[config.mk]
export PLATFORM = sky130hd
export DESIGN_NAME = fperr_unit
export DESIGN_NICKNAME = d
export VERILOG_FILES = /design/src/core/fperr_pkg.sv /design/src/core/fperr_sync.sv /design/src/core/fperr_unit.sv
export SDC_FILE = /design/constraint.sdc
export NUM_CORES = 1
export LEC_CHECK = 0
export ABC_AREA = 1
export BUFFER_PORTS_ARGS = -buffer_cell sky130_fd_sc_hd__clkbuf_2
export CAP_MARGIN = 5
export CORE_UTILIZATION = 35
export CTS_BUF_LIST = sky130_fd_sc_hd__clkbuf_8
export DETAILED_ROUTE_END_ITERATION = 7
export PLACE_DENSITY = 0.57
export SLEW_MARGIN = 20
export SYNTH_ARGS = -nofsm -noshare
export SYNTH_HDL_FRONTEND = slang
export SYNTH_SLANG_ARGS = --single-unit
[constraint.sdc]
create_clock -name clk -period 1.3 [get_ports clk]
set_input_delay 0.065 -clock clk [delete_from_list [all_inputs] [get_ports clk]]
set_output_delay 0.065 -clock clk [all_outputs]
set_load 0.1 [all_outputs]
[src/core/fperr_pkg.sv]
package fperr_pkg;

  // ---------------------------------------------------------------
  // exception classes
  // ---------------------------------------------------------------
  localparam int unsigned NUM_CLASSES = 6;
  localparam int unsigned EXC_INVALID = 0;
  localparam int unsigned EXC_DENORM  = 1;
  localparam int unsigned EXC_ZDIV    = 2;
  localparam int unsigned EXC_OVER    = 3;
  localparam int unsigned EXC_UNDER   = 4;
  localparam int unsigned EXC_INEXACT = 5;

  // ---------------------------------------------------------------
  // register map (APB byte addresses)
  // ---------------------------------------------------------------
  localparam logic [7:0] ADDR_CTRL   = 8'h00;
  localparam logic [7:0] ADDR_STATUS = 8'h04;
  localparam logic [7:0] ADDR_CMD    = 8'h08;
  localparam logic [7:0] ADDR_STATE  = 8'h0C;

  // control field positions
  localparam int unsigned CTRL_MASK_LSB = 0;
  localparam int unsigned CTRL_RND_LSB  = 8;
  localparam int unsigned CTRL_NE_BIT   = 12;
  localparam int unsigned CTRL_IF_BIT   = 13;

  // status field positions
  localparam int unsigned STAT_SF_BIT   = 6;
  localparam int unsigned STAT_ERR_BIT  = 7;

  // command bits (write one to act)
  localparam int unsigned CMD_CLEAR   = 0;
  localparam int unsigned CMD_REINIT  = 1;
  localparam int unsigned CMD_SAVE    = 2;
  localparam int unsigned CMD_RESTORE = 3;
  localparam int unsigned CMD_LDENV   = 4;

  // reset values
  localparam logic [5:0] MASK_RESET = 6'h3F;
  localparam logic [1:0] RND_RESET  = 2'h0;

  // rounding choices
  typedef enum logic [1:0] {
    FPERR_RND_NEAREST = 2'b00,
    FPERR_RND_DOWN    = 2'b01,
    FPERR_RND_UP      = 2'b10,
    FPERR_RND_ZERO    = 2'b11
  } fperr_rnd_t;

  // instruction issue states
  typedef enum logic [1:0] {
    FPERR_RUN    = 2'b00,
    FPERR_FROZEN = 2'b01,
    FPERR_IRQ    = 2'b10
  } fperr_state_t;

endpackage : fperr_pkg

[src/core/fperr_sync.sv]
`timescale 1ns/100ps
`default_nettype none

// three-stage pin synchroniser; output changes when stages two and three agree
module fperr_sync (
  input  wire logic clk,
  input  wire logic sys_rst,
  input  wire logic pin_in,
  output var  logic level_out
);

  logic s1_q;
  logic s2_q;
  logic s3_q;

  // ---------------------------------------------------------------
  // capture chain
  // ---------------------------------------------------------------
  always_ff @(posedge clk) begin
    if (sys_rst) begin
      s1_q <= 1'b0;
      s2_q <= 1'b0;
      s3_q <= 1'b0;
    end else begin
      s1_q <= pin_in;
      s2_q <= s1_q;
      s3_q <= s2_q;
    end
  end

  // filter: only a level seen twice in a row is passed on
  always_ff @(posedge clk) begin
    if (sys_rst) begin
      level_out <= 1'b0;
    end else if (s2_q == s3_q) begin
      level_out <= s3_q;
    end
  end

endmodule : fperr_sync
`default_nettype wire

[src/core/fperr_unit.sv]
// Register access over APB and the address map were chosen for this implementation.
`timescale 1ns/100ps
`default_nettype none

module fperr_unit (
  input  wire logic       clk,
  input  wire logic       sys_rst,
  // apb slave
  input  wire logic       psel,
  input  wire logic       penable,
  input  wire logic       pwrite,
  input  wire logic [7:0] paddr,
  input  wire logic [31:0] pwdata,
  output var  logic [31:0] prdata,
  output var  logic       pready,
  output var  logic       pslverr,
  // execution side
  input  wire logic       instr_valid,
  input  wire logic       instr_nowait,
  input  wire logic       instr_vector,
  input  wire logic [5:0] exc_detect,
  input  wire logic       exc_stack_fault,
  input  wire logic       tiny_result,
  input  wire logic       below_min_denorm,
  output var  logic       instr_stall,
  output var  logic       instr_abort,
  output var  logic       fixup_apply,
  output var  logic       result_denorm,
  output var  logic       result_zero,
  output var  logic [1:0] round_mode,
  output var  logic       vector_exc,
  output var  logic       handler_enter,
  // pins
  input  wire logic       ignore_numeric_error_in,
  input  wire logic       maskable_interrupt_in,
  output var  logic       fp_error_out
);

  // ---------------------------------------------------------------
  // registers
  // ---------------------------------------------------------------
  logic [5:0]  mask_q;
  logic [1:0]  rnd_q;
  logic        native_error_enable_q;
  logic        if_flag_q;
  logic [5:0]  flags_q;
  logic        stack_fault_exc_q;
  logic        pending_q;
  logic        ignore_s;
  logic        maskable_interrupt_in_s;
  fperr_pkg::fperr_state_t state_q;
  logic [5:0]  unmasked;
  logic        wr_en;
  logic        rd_en;
  logic        cmd_clr;
  logic        ldenv_wr;
  logic        stall_now;

  // decode of an apb address against one register
  function automatic logic addr_hit(input logic [7:0] a, input logic [7:0] ref_a);
    addr_hit = (a == ref_a);
  endfunction : addr_hit

  // ---------------------------------------------------------------
  // pin synchronisers
  // ---------------------------------------------------------------
  // both pins come from board logic that runs on its own timing; the
  // filter costs three to four cycles, which the handler never notices
  fperr_sync u_sync_ign (
    .clk       (clk),
    .sys_rst   (sys_rst),
    .pin_in    (ignore_numeric_error_in),
    .level_out (ignore_s)
  );

  // interrupt request, gated by the flag only inside the freeze machine
  fperr_sync u_sync_int (
    .clk       (clk),
    .sys_rst   (sys_rst),
    .pin_in    (maskable_interrupt_in),
    .level_out (maskable_interrupt_in_s)
  );

  // ---------------------------------------------------------------
  // bus decode
  // ---------------------------------------------------------------
  // writes act in the access cycle; reads are captured in setup so that
  // prdata already stands when pready is high
  assign wr_en    = psel && penable && pwrite;
  assign rd_en    = psel && !penable && !pwrite;
  assign cmd_clr  = wr_en && addr_hit(paddr, fperr_pkg::ADDR_CMD) &&
                    (pwdata[fperr_pkg::CMD_CLEAR] || pwdata[fperr_pkg::CMD_REINIT] ||
                     pwdata[fperr_pkg::CMD_SAVE]);
  // a status write is an environment load: it overwrites every flag and
  // the stack fault bit, whatever value the written word carries
  assign ldenv_wr = wr_en && addr_hit(paddr, fperr_pkg::ADDR_STATUS);

  // vector-extension exceptions bypass the legacy reporting path
  assign unmasked  = instr_vector ? 6'h00 : (exc_detect & ~mask_q);

  // ---------------------------------------------------------------
  // control register: masks, rounding, native enable, interrupt flag
  // ---------------------------------------------------------------
  // reinit restores masks and rounding; native enable and flag stay put
  always_ff @(posedge clk) begin
    if (sys_rst) begin
      mask_q                <= fperr_pkg::MASK_RESET;
      rnd_q                 <= fperr_pkg::RND_RESET;
      native_error_enable_q <= 1'b0;
      if_flag_q             <= 1'b0;
    end else if (wr_en && addr_hit(paddr, fperr_pkg::ADDR_CTRL)) begin
      mask_q                <= pwdata[fperr_pkg::CTRL_MASK_LSB +: 6];
      rnd_q                 <= pwdata[fperr_pkg::CTRL_RND_LSB +: 2];
      native_error_enable_q <= pwdata[fperr_pkg::CTRL_NE_BIT];
      if_flag_q             <= pwdata[fperr_pkg::CTRL_IF_BIT];
    end else if (wr_en && addr_hit(paddr, fperr_pkg::ADDR_CMD) &&
                 pwdata[fperr_pkg::CMD_REINIT]) begin
      mask_q <= fperr_pkg::MASK_RESET;
      rnd_q  <= fperr_pkg::RND_RESET;
    end
  end

  // ---------------------------------------------------------------
  // sticky exception flags; hardware set wins over a clear
  // ---------------------------------------------------------------
  always_ff @(posedge clk) begin
    if (sys_rst) begin
      flags_q           <= 6'h00;
      stack_fault_exc_q <= 1'b0;
    end else begin
      // several classes can land in one instruction, all are kept
      if (ldenv_wr) begin
        flags_q           <= pwdata[5:0] | (instr_valid ? exc_detect : 6'h00);
        stack_fault_exc_q <= pwdata[fperr_pkg::STAT_SF_BIT] |
                             (instr_valid && exc_detect[fperr_pkg::EXC_INVALID] &&
                              exc_stack_fault);
      end else if (cmd_clr) begin
        flags_q           <= instr_valid ? exc_detect : 6'h00;
        stack_fault_exc_q <= instr_valid && exc_stack_fault &&
                             exc_detect[fperr_pkg::EXC_INVALID];
      end else if (instr_valid) begin
        flags_q           <= flags_q | exc_detect;
        stack_fault_exc_q <= stack_fault_exc_q |
                             (exc_detect[fperr_pkg::EXC_INVALID] && exc_stack_fault);
      end
    end
  end

  // ---------------------------------------------------------------
  // pending unmasked exception: captured from an instruction's unmasked exceptions
  // ---------------------------------------------------------------
  // captured when the exception is reported, so a later change of the
  // masks neither raises nor drops it; only a clear or a load does
  always_ff @(posedge clk) begin
    if (sys_rst) begin
      pending_q <= 1'b0;
    end else if (cmd_clr || ldenv_wr) begin
      pending_q <= instr_valid && (unmasked != 6'h00);
    end else if (instr_valid && (unmasked != 6'h00)) begin
      pending_q <= 1'b1;
    end
  end

  // ---------------------------------------------------------------
  // error pin: immediate, legacy mode only, drops once cleared
  // ---------------------------------------------------------------
  // in native mode the pin stays low even with a pending exception; the
  // exception then goes straight to the handler instead
  always_ff @(posedge clk) begin
    if (sys_rst) begin
      fp_error_out <= 1'b0;
    end else if (native_error_enable_q) begin
      fp_error_out <= 1'b0;
    end else if (instr_valid && (unmasked != 6'h00)) begin
      fp_error_out <= 1'b1;
    end else begin
      fp_error_out <= pending_q && !cmd_clr && !ldenv_wr;
    end
  end

  // in legacy mode a waiting non-vector instruction freezes while an unmasked exception is pending and the ignore pin is low
  assign stall_now = instr_valid && !instr_nowait && !instr_vector && pending_q &&
                     !native_error_enable_q && !ignore_s;

  // ---------------------------------------------------------------
  // freeze state machine; interrupt accepted only with flag set
  // ---------------------------------------------------------------
  // the handler state lasts one cycle so that entry is a single pulse;
  // with the flag clear a frozen unit waits for as long as it takes
  always_ff @(posedge clk) begin
    if (sys_rst) begin
      state_q <= fperr_pkg::FPERR_RUN;
    end else begin
      unique case (state_q)
        fperr_pkg::FPERR_RUN: begin
          if (stall_now) begin
            state_q <= fperr_pkg::FPERR_FROZEN;
          end
        end
        fperr_pkg::FPERR_FROZEN: begin
          // no-wait work never opens this window
          if (!pending_q) begin
            state_q <= fperr_pkg::FPERR_RUN;
          end else if (maskable_interrupt_in_s && if_flag_q) begin
            state_q <= fperr_pkg::FPERR_IRQ;
          end
        end
        fperr_pkg::FPERR_IRQ: begin
          state_q <= fperr_pkg::FPERR_RUN;
        end
        default: begin
          state_q <= fperr_pkg::FPERR_RUN;
        end
      endcase
    end
  end

  // ---------------------------------------------------------------
  // execution side outputs
  // ---------------------------------------------------------------
  // instruction results answer one edge after it is taken; stall and handler entry also follow the state, round_mode follows rnd_q
  always_ff @(posedge clk) begin
    if (sys_rst) begin
      instr_stall   <= 1'b0;
      instr_abort   <= 1'b0;
      fixup_apply   <= 1'b0;
      result_denorm <= 1'b0;
      result_zero   <= 1'b0;
      round_mode    <= fperr_pkg::RND_RESET;
      vector_exc    <= 1'b0;
      handler_enter <= 1'b0;
    end else begin
      instr_stall   <= stall_now || (state_q == fperr_pkg::FPERR_FROZEN && pending_q);
      instr_abort   <= instr_valid && (unmasked != 6'h00);
      fixup_apply   <= instr_valid && (exc_detect != 6'h00) &&
                       ((exc_detect & ~mask_q) == 6'h00);
      result_denorm <= instr_valid && mask_q[fperr_pkg::EXC_UNDER] &&
                       tiny_result && !below_min_denorm;
      result_zero   <= instr_valid && mask_q[fperr_pkg::EXC_UNDER] &&
                       tiny_result && below_min_denorm;
      round_mode    <= rnd_q;
      vector_exc    <= instr_valid && instr_vector && ((exc_detect & ~mask_q) != 6'h00);
      handler_enter <= (state_q == fperr_pkg::FPERR_IRQ) ||
                       (native_error_enable_q && instr_valid && (unmasked != 6'h00));
    end
  end

  // ---------------------------------------------------------------
  // apb read data, one wait-free access
  // ---------------------------------------------------------------
  // read data is captured in the setup cycle and stands in the access cycle
  always_ff @(posedge clk) begin
    if (sys_rst) begin
      prdata <= 32'h0000_0000;
    end else if (rd_en) begin
      unique case (paddr)
        fperr_pkg::ADDR_CTRL:   prdata <= {18'h00000, if_flag_q, native_error_enable_q,
                                           2'h0, rnd_q, 2'h0, mask_q};
        fperr_pkg::ADDR_STATUS: prdata <= {24'h000000, fp_error_out, stack_fault_exc_q,
                                           flags_q};
        fperr_pkg::ADDR_STATE:  prdata <= {28'h0000000, ignore_s, maskable_interrupt_in_s, state_q};
        default:                prdata <= 32'h0000_0000;
      endcase
    end
  end

  // ready in every access phase; unmapped addresses answer an error
  // no wait states: every transfer is one setup and one access cycle
  always_ff @(posedge clk) begin
    if (sys_rst) begin
      pready  <= 1'b0;
      pslverr <= 1'b0;
    end else begin
      pready  <= psel && !penable;
      pslverr <= psel && !penable && !(addr_hit(paddr, fperr_pkg::ADDR_CTRL) ||
                 addr_hit(paddr, fperr_pkg::ADDR_STATUS) ||
                 addr_hit(paddr, fperr_pkg::ADDR_CMD) ||
                 addr_hit(paddr, fperr_pkg::ADDR_STATE));
    end
  end

endmodule : fperr_unit
`default_nettype wire

# Word level (Yosys, flattened, before mapping)
# Cells that the tools add are included.
dict set report totals {
  in_bits 59
  regBits 72
  output_inout_bits 44
  wordCells 127
}
dict set report classes {
  n_bitwise 6
  mux 20
  n_eq_ne 9
  reduce_logical 64
}
# operator n
set op_table {}
lappend op_table {{2-to-1 mux 6 bit} 7}
lappend op_table {{one-hot mux 14 bit (3 select lines)} 1}
lappend op_table {{logical AND 1 bit} 35}
lappend op_table {{nonzero test 6 bit} 3}
lappend op_table {{equality test 8 x 4 -> 1 bit, second input constant} 2}
lappend op_table {{bitwise OR 6 bit} 2}
lappend op_table {{zero test 1 bit} 10}
lappend op_table {{2-to-1 mux 2 bit} 5}
lappend op_table {{equality test 8 x 3 -> 1 bit, second input constant} 1}
lappend op_table {{zero test 8 bit} 1}
lappend op_table {{logical OR 1 bit} 8}
lappend op_table {{bitwise AND 6 bit} 1}
lappend op_table {{zero test 6 bit} 1}
lappend op_table {{2-to-1 mux 1 bit} 6}
lappend op_table {{NOT 6 bit} 1}
lappend op_table {{one-hot mux 2 bit (2 select lines)} 1}
lappend op_table {{nonzero test 2 bit} 2}
lappend op_table {{inequality test 3 bit, second input constant} 1}
lappend op_table {{nonzero test 3 bit} 1}
lappend op_table {{equality test 1 bit} 2}
lappend op_table {{equality test 2 x 1 -> 1 bit, second input constant} 1}
lappend op_table {{equality test 2 bit, second input constant} 1}
lappend op_table {{zero test 2 bit} 1}
lappend op_table {{inequality test 2 bit, second input constant} 1}
lappend op_table {{3 further kinds} 4}

# Longest topological paths before layout
dict set report logic_depth {
  depth_word 8
  mapped_depth 10
  depth_no_buf 10
}

# Cells and area by module
# Synthesis repeated with hierarchy kept, for this count alone.
dict set report hier_totals {
  hier_cells 361
  area_unflattened_um2 2493.6
}
# mod cells_each seq_area_each_um2 area_per_inst_um2 n_inst
set by_module_without_submodules {}
lappend by_module_without_submodules {fperr_unit 335 880.8 2250.9 1}
lappend by_module_without_submodules {fperr_sync 13 80.1 121.4 2}

# Least setup slack after synthesis
# OpenSTA, ideal clock, no wires.
dict set report synth_timing {
  path_kind {reg-to-reg}
  startpoint {reg prdata[12] (netlist name)}
  endpoint {reg prdata[12]}
  n_path_buf 0
  required_ns 1.229
  period_less_slack_ns 1.316
  setup_slack_ns -0.016
  arrival_ns 1.245
  setup_ns 0.071
  path_stages_with_launch 3
  path_cell_list {dfxtp_1 -> o21ai_0 -> a21oi_1}
}
# item line_no
set synth_lines {}
lappend synth_lines {{to (signal assigned)} fperr_unit.sv:257} ;# fperr_pkg::ADDR_CTRL: prdata <= {18'h00000, if_flag_q, native_error_enable_q,
lappend synth_lines {{to (signal assigned)} fperr_unit.sv:259} ;# fperr_pkg::ADDR_STATUS: prdata <= {24'h000000, fp_error_out, stack_fault_exc_q,
lappend synth_lines {{to (signal assigned)} fperr_unit.sv:261} ;# fperr_pkg::ADDR_STATE: prdata <= {28'h0000000, ignore_s, maskable_interrupt_in_s, state_q};
lappend synth_lines {{to (decl)} fperr_unit.sv:14} ;# output var logic [31:0] prdata,

# Final worst setup path
dict set report layout_timing {
  startpoint {in tiny_result}
  endpoint {reg result_denorm}
}
dict set report layout_via {
  elab_chain_len 2
}
# item line_no
set layout_lines {}
lappend layout_lines {{from (decl)} fperr_unit.sv:23} ;# input wire logic tiny_result,
lappend layout_lines {{logical AND 1 bit} fperr_unit.sv:237} ;# result_denorm <= instr_valid && mask_q[fperr_pkg::EXC_UNDER] &&
lappend layout_lines {{logical AND 1 bit} fperr_unit.sv:238} ;# tiny_result && !below_min_denorm;
lappend layout_lines {{to (signal assigned)} fperr_unit.sv:237}
lappend layout_lines {{to (decl)} fperr_unit.sv:28} ;# output var logic result_denorm,
# Every way passes these cells.
# A chain may end at the register's enable or synchronous reset.

==> flow_metrics.py <==
metrics = {
    "die": {
        "fp-row-count": 30,
        "start_util_pct": 36.30,
        "dieArea_sq_um": 7386,
        "io_pins": 103,
        "die_w_um": 85.94,
        "core-area_sq_um": 6794,
        "die_height_um": 85.94,
    },
    "yosys": {
        "synthArstFlopShare_pct": 0,
        "synth_compound_area_share_pct": 11.77,
        "syn_area_sq_um": 2466,
        "yosysWarnings": 0,
        "yosys-mux-area-fraction_pct": 0,
        "synth_edf_count": 0,
        "synthAdderAreaFrac_pct": 0,
        "synth-simple-area-share_pct": 30.24,
        "syn_avg_cell_area_sq_um": 7.496,
        "ys.flop_type": "dfxtp_1",
        "synth-seq-area-share_pct": 42.21,
        "synth_top_family_by_area": "simple AND/OR/NAND/NOR gates",
        "synth_seq_cells": 52,
        "synth_xor_area_share_pct": 0,
        "synth.distinct_cells": 33,
        "synthCells": 329,
    },
    "worst_setup_path": {
        "rr_worst_depth": 3,
        "rrSetupSlack_ns": 0.13,
        "r2r-start": "mask_q[4]",
        "path_cells": "dlygate4sd3_1 -> clkbuf_2 -> nand2_1 -> nor3_1 -> dlygate4sd3_1",
        "crit_path_max_fanout": 2,
        "cp_num_buf_inv": 3,
        "crit_slowest_cell": "dlygate4sd3_1",
        "end_kind": "flip-flop",
        "critical_path_class": "in -> reg",
        "start_kind": "input port",
        "crit_family": "buffers and inverters",
        "cpMostUsedCell": "dlygate4sd3_1",
        "cp.arrival_ns": 1.46,
        "required_ns": 1.56,
        "cpPeakStageDelay_ns": 0.56,
        "r2r_end": "result_denorm",
    },
    "placed_design": {
        "gp_congestion": 0.8684,
        "post-dp-hpwl_mm": 4.391,
        "portBuffers": 61,
    },
    "worst_hold_path": {
        "min_path_type": "in -> reg",
        "whs_path_depth": 3,
        "min_from": "pwdata[5]",
        "holdPathEnd": "mask_q[5]",
    },
    "layout": {
        "final_cell_mix": "nand2_1 (69), clkbuf_2 (58), dfxtp_1 (45), inv_1 (40), nor2_1 (25)",
        "seq_area_sq_um": 1050,
        "synthToLayoutAreaGrowth_pct": 23.44,
        "multi_input_area_sq_um": 1111,
        "final_nets": 464,
        "fillCellCount": 750,
        "layout-drive-gt1-share_pct": 30.54,
        "layout_commonest_cell": "nand2_1",
        "diodes": 0,
    },
    "clocking": {
        "cts_root_buffer": "clkbuf_8",
        "path_clk_slew_ns": 0.10,
        "worstSkewPairLatency_ns": 0.31,
        "post_cts_buffers": 0,
        "cts_tree": "built",
        "cts-htree-levels": 2,
        "cts_buffer_depth": 2,
        "cts_made_buffers": 5,
        "clkSinkCount": 52,
    },
    "timing": {
        "finalSetupViolations": 0,
        "hold_viol": 0,
        "drv_slew": 0,
        "slew_headroom_pct": 63.44,
        "finalHoldWorstSlack_ns": 0.001080,
        "worst_pin_slew_ns": 0.5507,
        "tns_ns": 0,
        "finClkSkew_ns": 0.009963,
        "rsz0062_at_grt": "no",
        "timing.final.crit_share_pct": 91.99,
        "fmax_ghz": 0.8362,
        "min_period_ns": 1.196,
    },
    "global_routing": {
        "grt_overflow": 0,
        "grt_max_degree": 30,
        "grt_pass1_vias": 2115,
        "antenna_found_initial": 0,
        "grt_pass1_wl_mm": 9.708,
        "grt_usage_pct": 16.86,
    },
    "pwr": {
        "sw_frac_of_total_pct": 31.87,
        "power.total_w": 0.003409,
        "p_sw_w": 0.001086,
        "intPower_w": 0.002323,
        "vdd_ir_drop_max_mv": 0.4931,
        "seqPwrFrac_pct": 48.3,
        "cellLeakagePower_nw": 1.506,
        "power_density_nw_per_um2": 1120,
        "pwr-share-clk_pct": 33.1,
        "comb_power_share_pct": 18.6,
    },
    "route": {
        "drtPass1Iterations": 4,
        "viasPerCell": 4.361,
        "wl_per_cell_um": 11.40,
        "wl_mm": 5.721,
        "drc_errors": 0,
        "antenna_left": 0,
        "drtIter0Drc": 88,
        "num_vias": 2189,
    },
    "flow_run": {
        "drv_cap": 0,
    },
    "outcome": {
        "outcome": "finished clean",
    },
}
==> cells in the mapped netlist, types with 4 or more instances <==
library cell	count	area, sq um
nor2_1	25	93.84
nand2_1	69	259.0
inv_1	40	150.1
nor3_1	6	30.03
buf_4	22	165.2
o21ai_0	11	55.05
nand3_2	7	70.07
nand3_1	19	95.09
dfxtp_1	52	1041
a21oi_1	24	120.1
nand2_2	7	43.79
nor2_2	4	25.02
inv_2	4	15.01
o21ai_1	5	25.02
a21oi_2	7	61.31
==> worst max-delay path by stage <==
stage | cells past startpoint | to | startpoint | slack (ns)
6_report | 5 | result_denorm | tiny_result | 0.10
5_1_grt | 5 | result_denorm | tiny_result | 0.02
3_3_place_gp | 9 | flags_q[4] | paddr[1] | 0.10
3_5_place_dp | 9 | flags_q[2] | paddr[7] | 0.1
2_1_floorplan | 2 | prdata[5] | prdata[5] | 0.006
4_1_cts | 1 | fp_error_out | fp_error_out | 0.1
==> tightest hold or removal path, stage by stage <==
cell      delay [ns]
clkbuf_2        0.09
o22ai_1         0.08
nand2_1         0.05
==> cell type report <==
cell class | instances | area share, %
Multi-Input combinational cell | 222 | 36.50
Sequential cell | 52 | 34.48
Timing Repair Buffer | 79 | 15.78
Inverter | 45 | 5.631
Tap cell | 96 | 3.946
Clock buffer | 5 | 2.261
Clock inverter | 3 | 1.397
==> state kept, by name, summed over array words and instances (netlist names), 2 cells and up <==
name	cells
rnd_q	2
flags_q	6
prdata	12
round_mode	2
mask_q	6
state_q	2
==> power groups by stage <==
| stage | logic [W] | clock network (W) | registers, W |
|---|---|---|---|
| finish | 0.000634 | 0.00113 | 0.00165 |
| floorplan | 0.000431 | 0 | 0.00179 |
| detailed placement | 0.000618 | 0 | 0.00169 |
| global route | 0.000676 | 0.00120 | 0.00165 |
| CTS | 0.000636 | 0.00114 | 0.00165 |
| global placement | 0.000615 | 0 | 0.00168 |
==> metrics by stage <==
| step | instance area [sq um] | cells | setup slack (ns) | util (%) |
|---|---|---|---|---|
| detailed placement | 2851 | 486 | 0.09536 | 41.97 |
| CTS | 3043 | 502 | 0.09513 | 44.79 |
| floorplan | 2545 | 348 | 0.006156 | - |
| finish | 3044 | 502 | 0.1042 | 44.81 |
| global placement | 2851 | 486 | 0.1033 | 41.97 |
| global route | 3044 | 502 | 0.02228 | 44.81 |
==> kinds of logic after synthesis <==
logic type	count (synthesis)
buf+inv	74
other cells	1
flops	52
simple gates	151
compound gates	51
==> metal layers <==
layer	vias up	wire, um	global-route usage (%)
met1	970	2692	20.53
met2	59	2683	30.01
met4	0	80	5.000
met3	10	264	3.176
li1	1150	-	-
met5	-	0	0
==> timing repair <==
item	4_1_cts	5_1_grt
endpoints found under the hold margin	7	0
hold buffers	8	0
gates resized for setup	0	1
setup endpoints to repair	0	1
No activity file was read; power rests on OpenSTA's default activity.
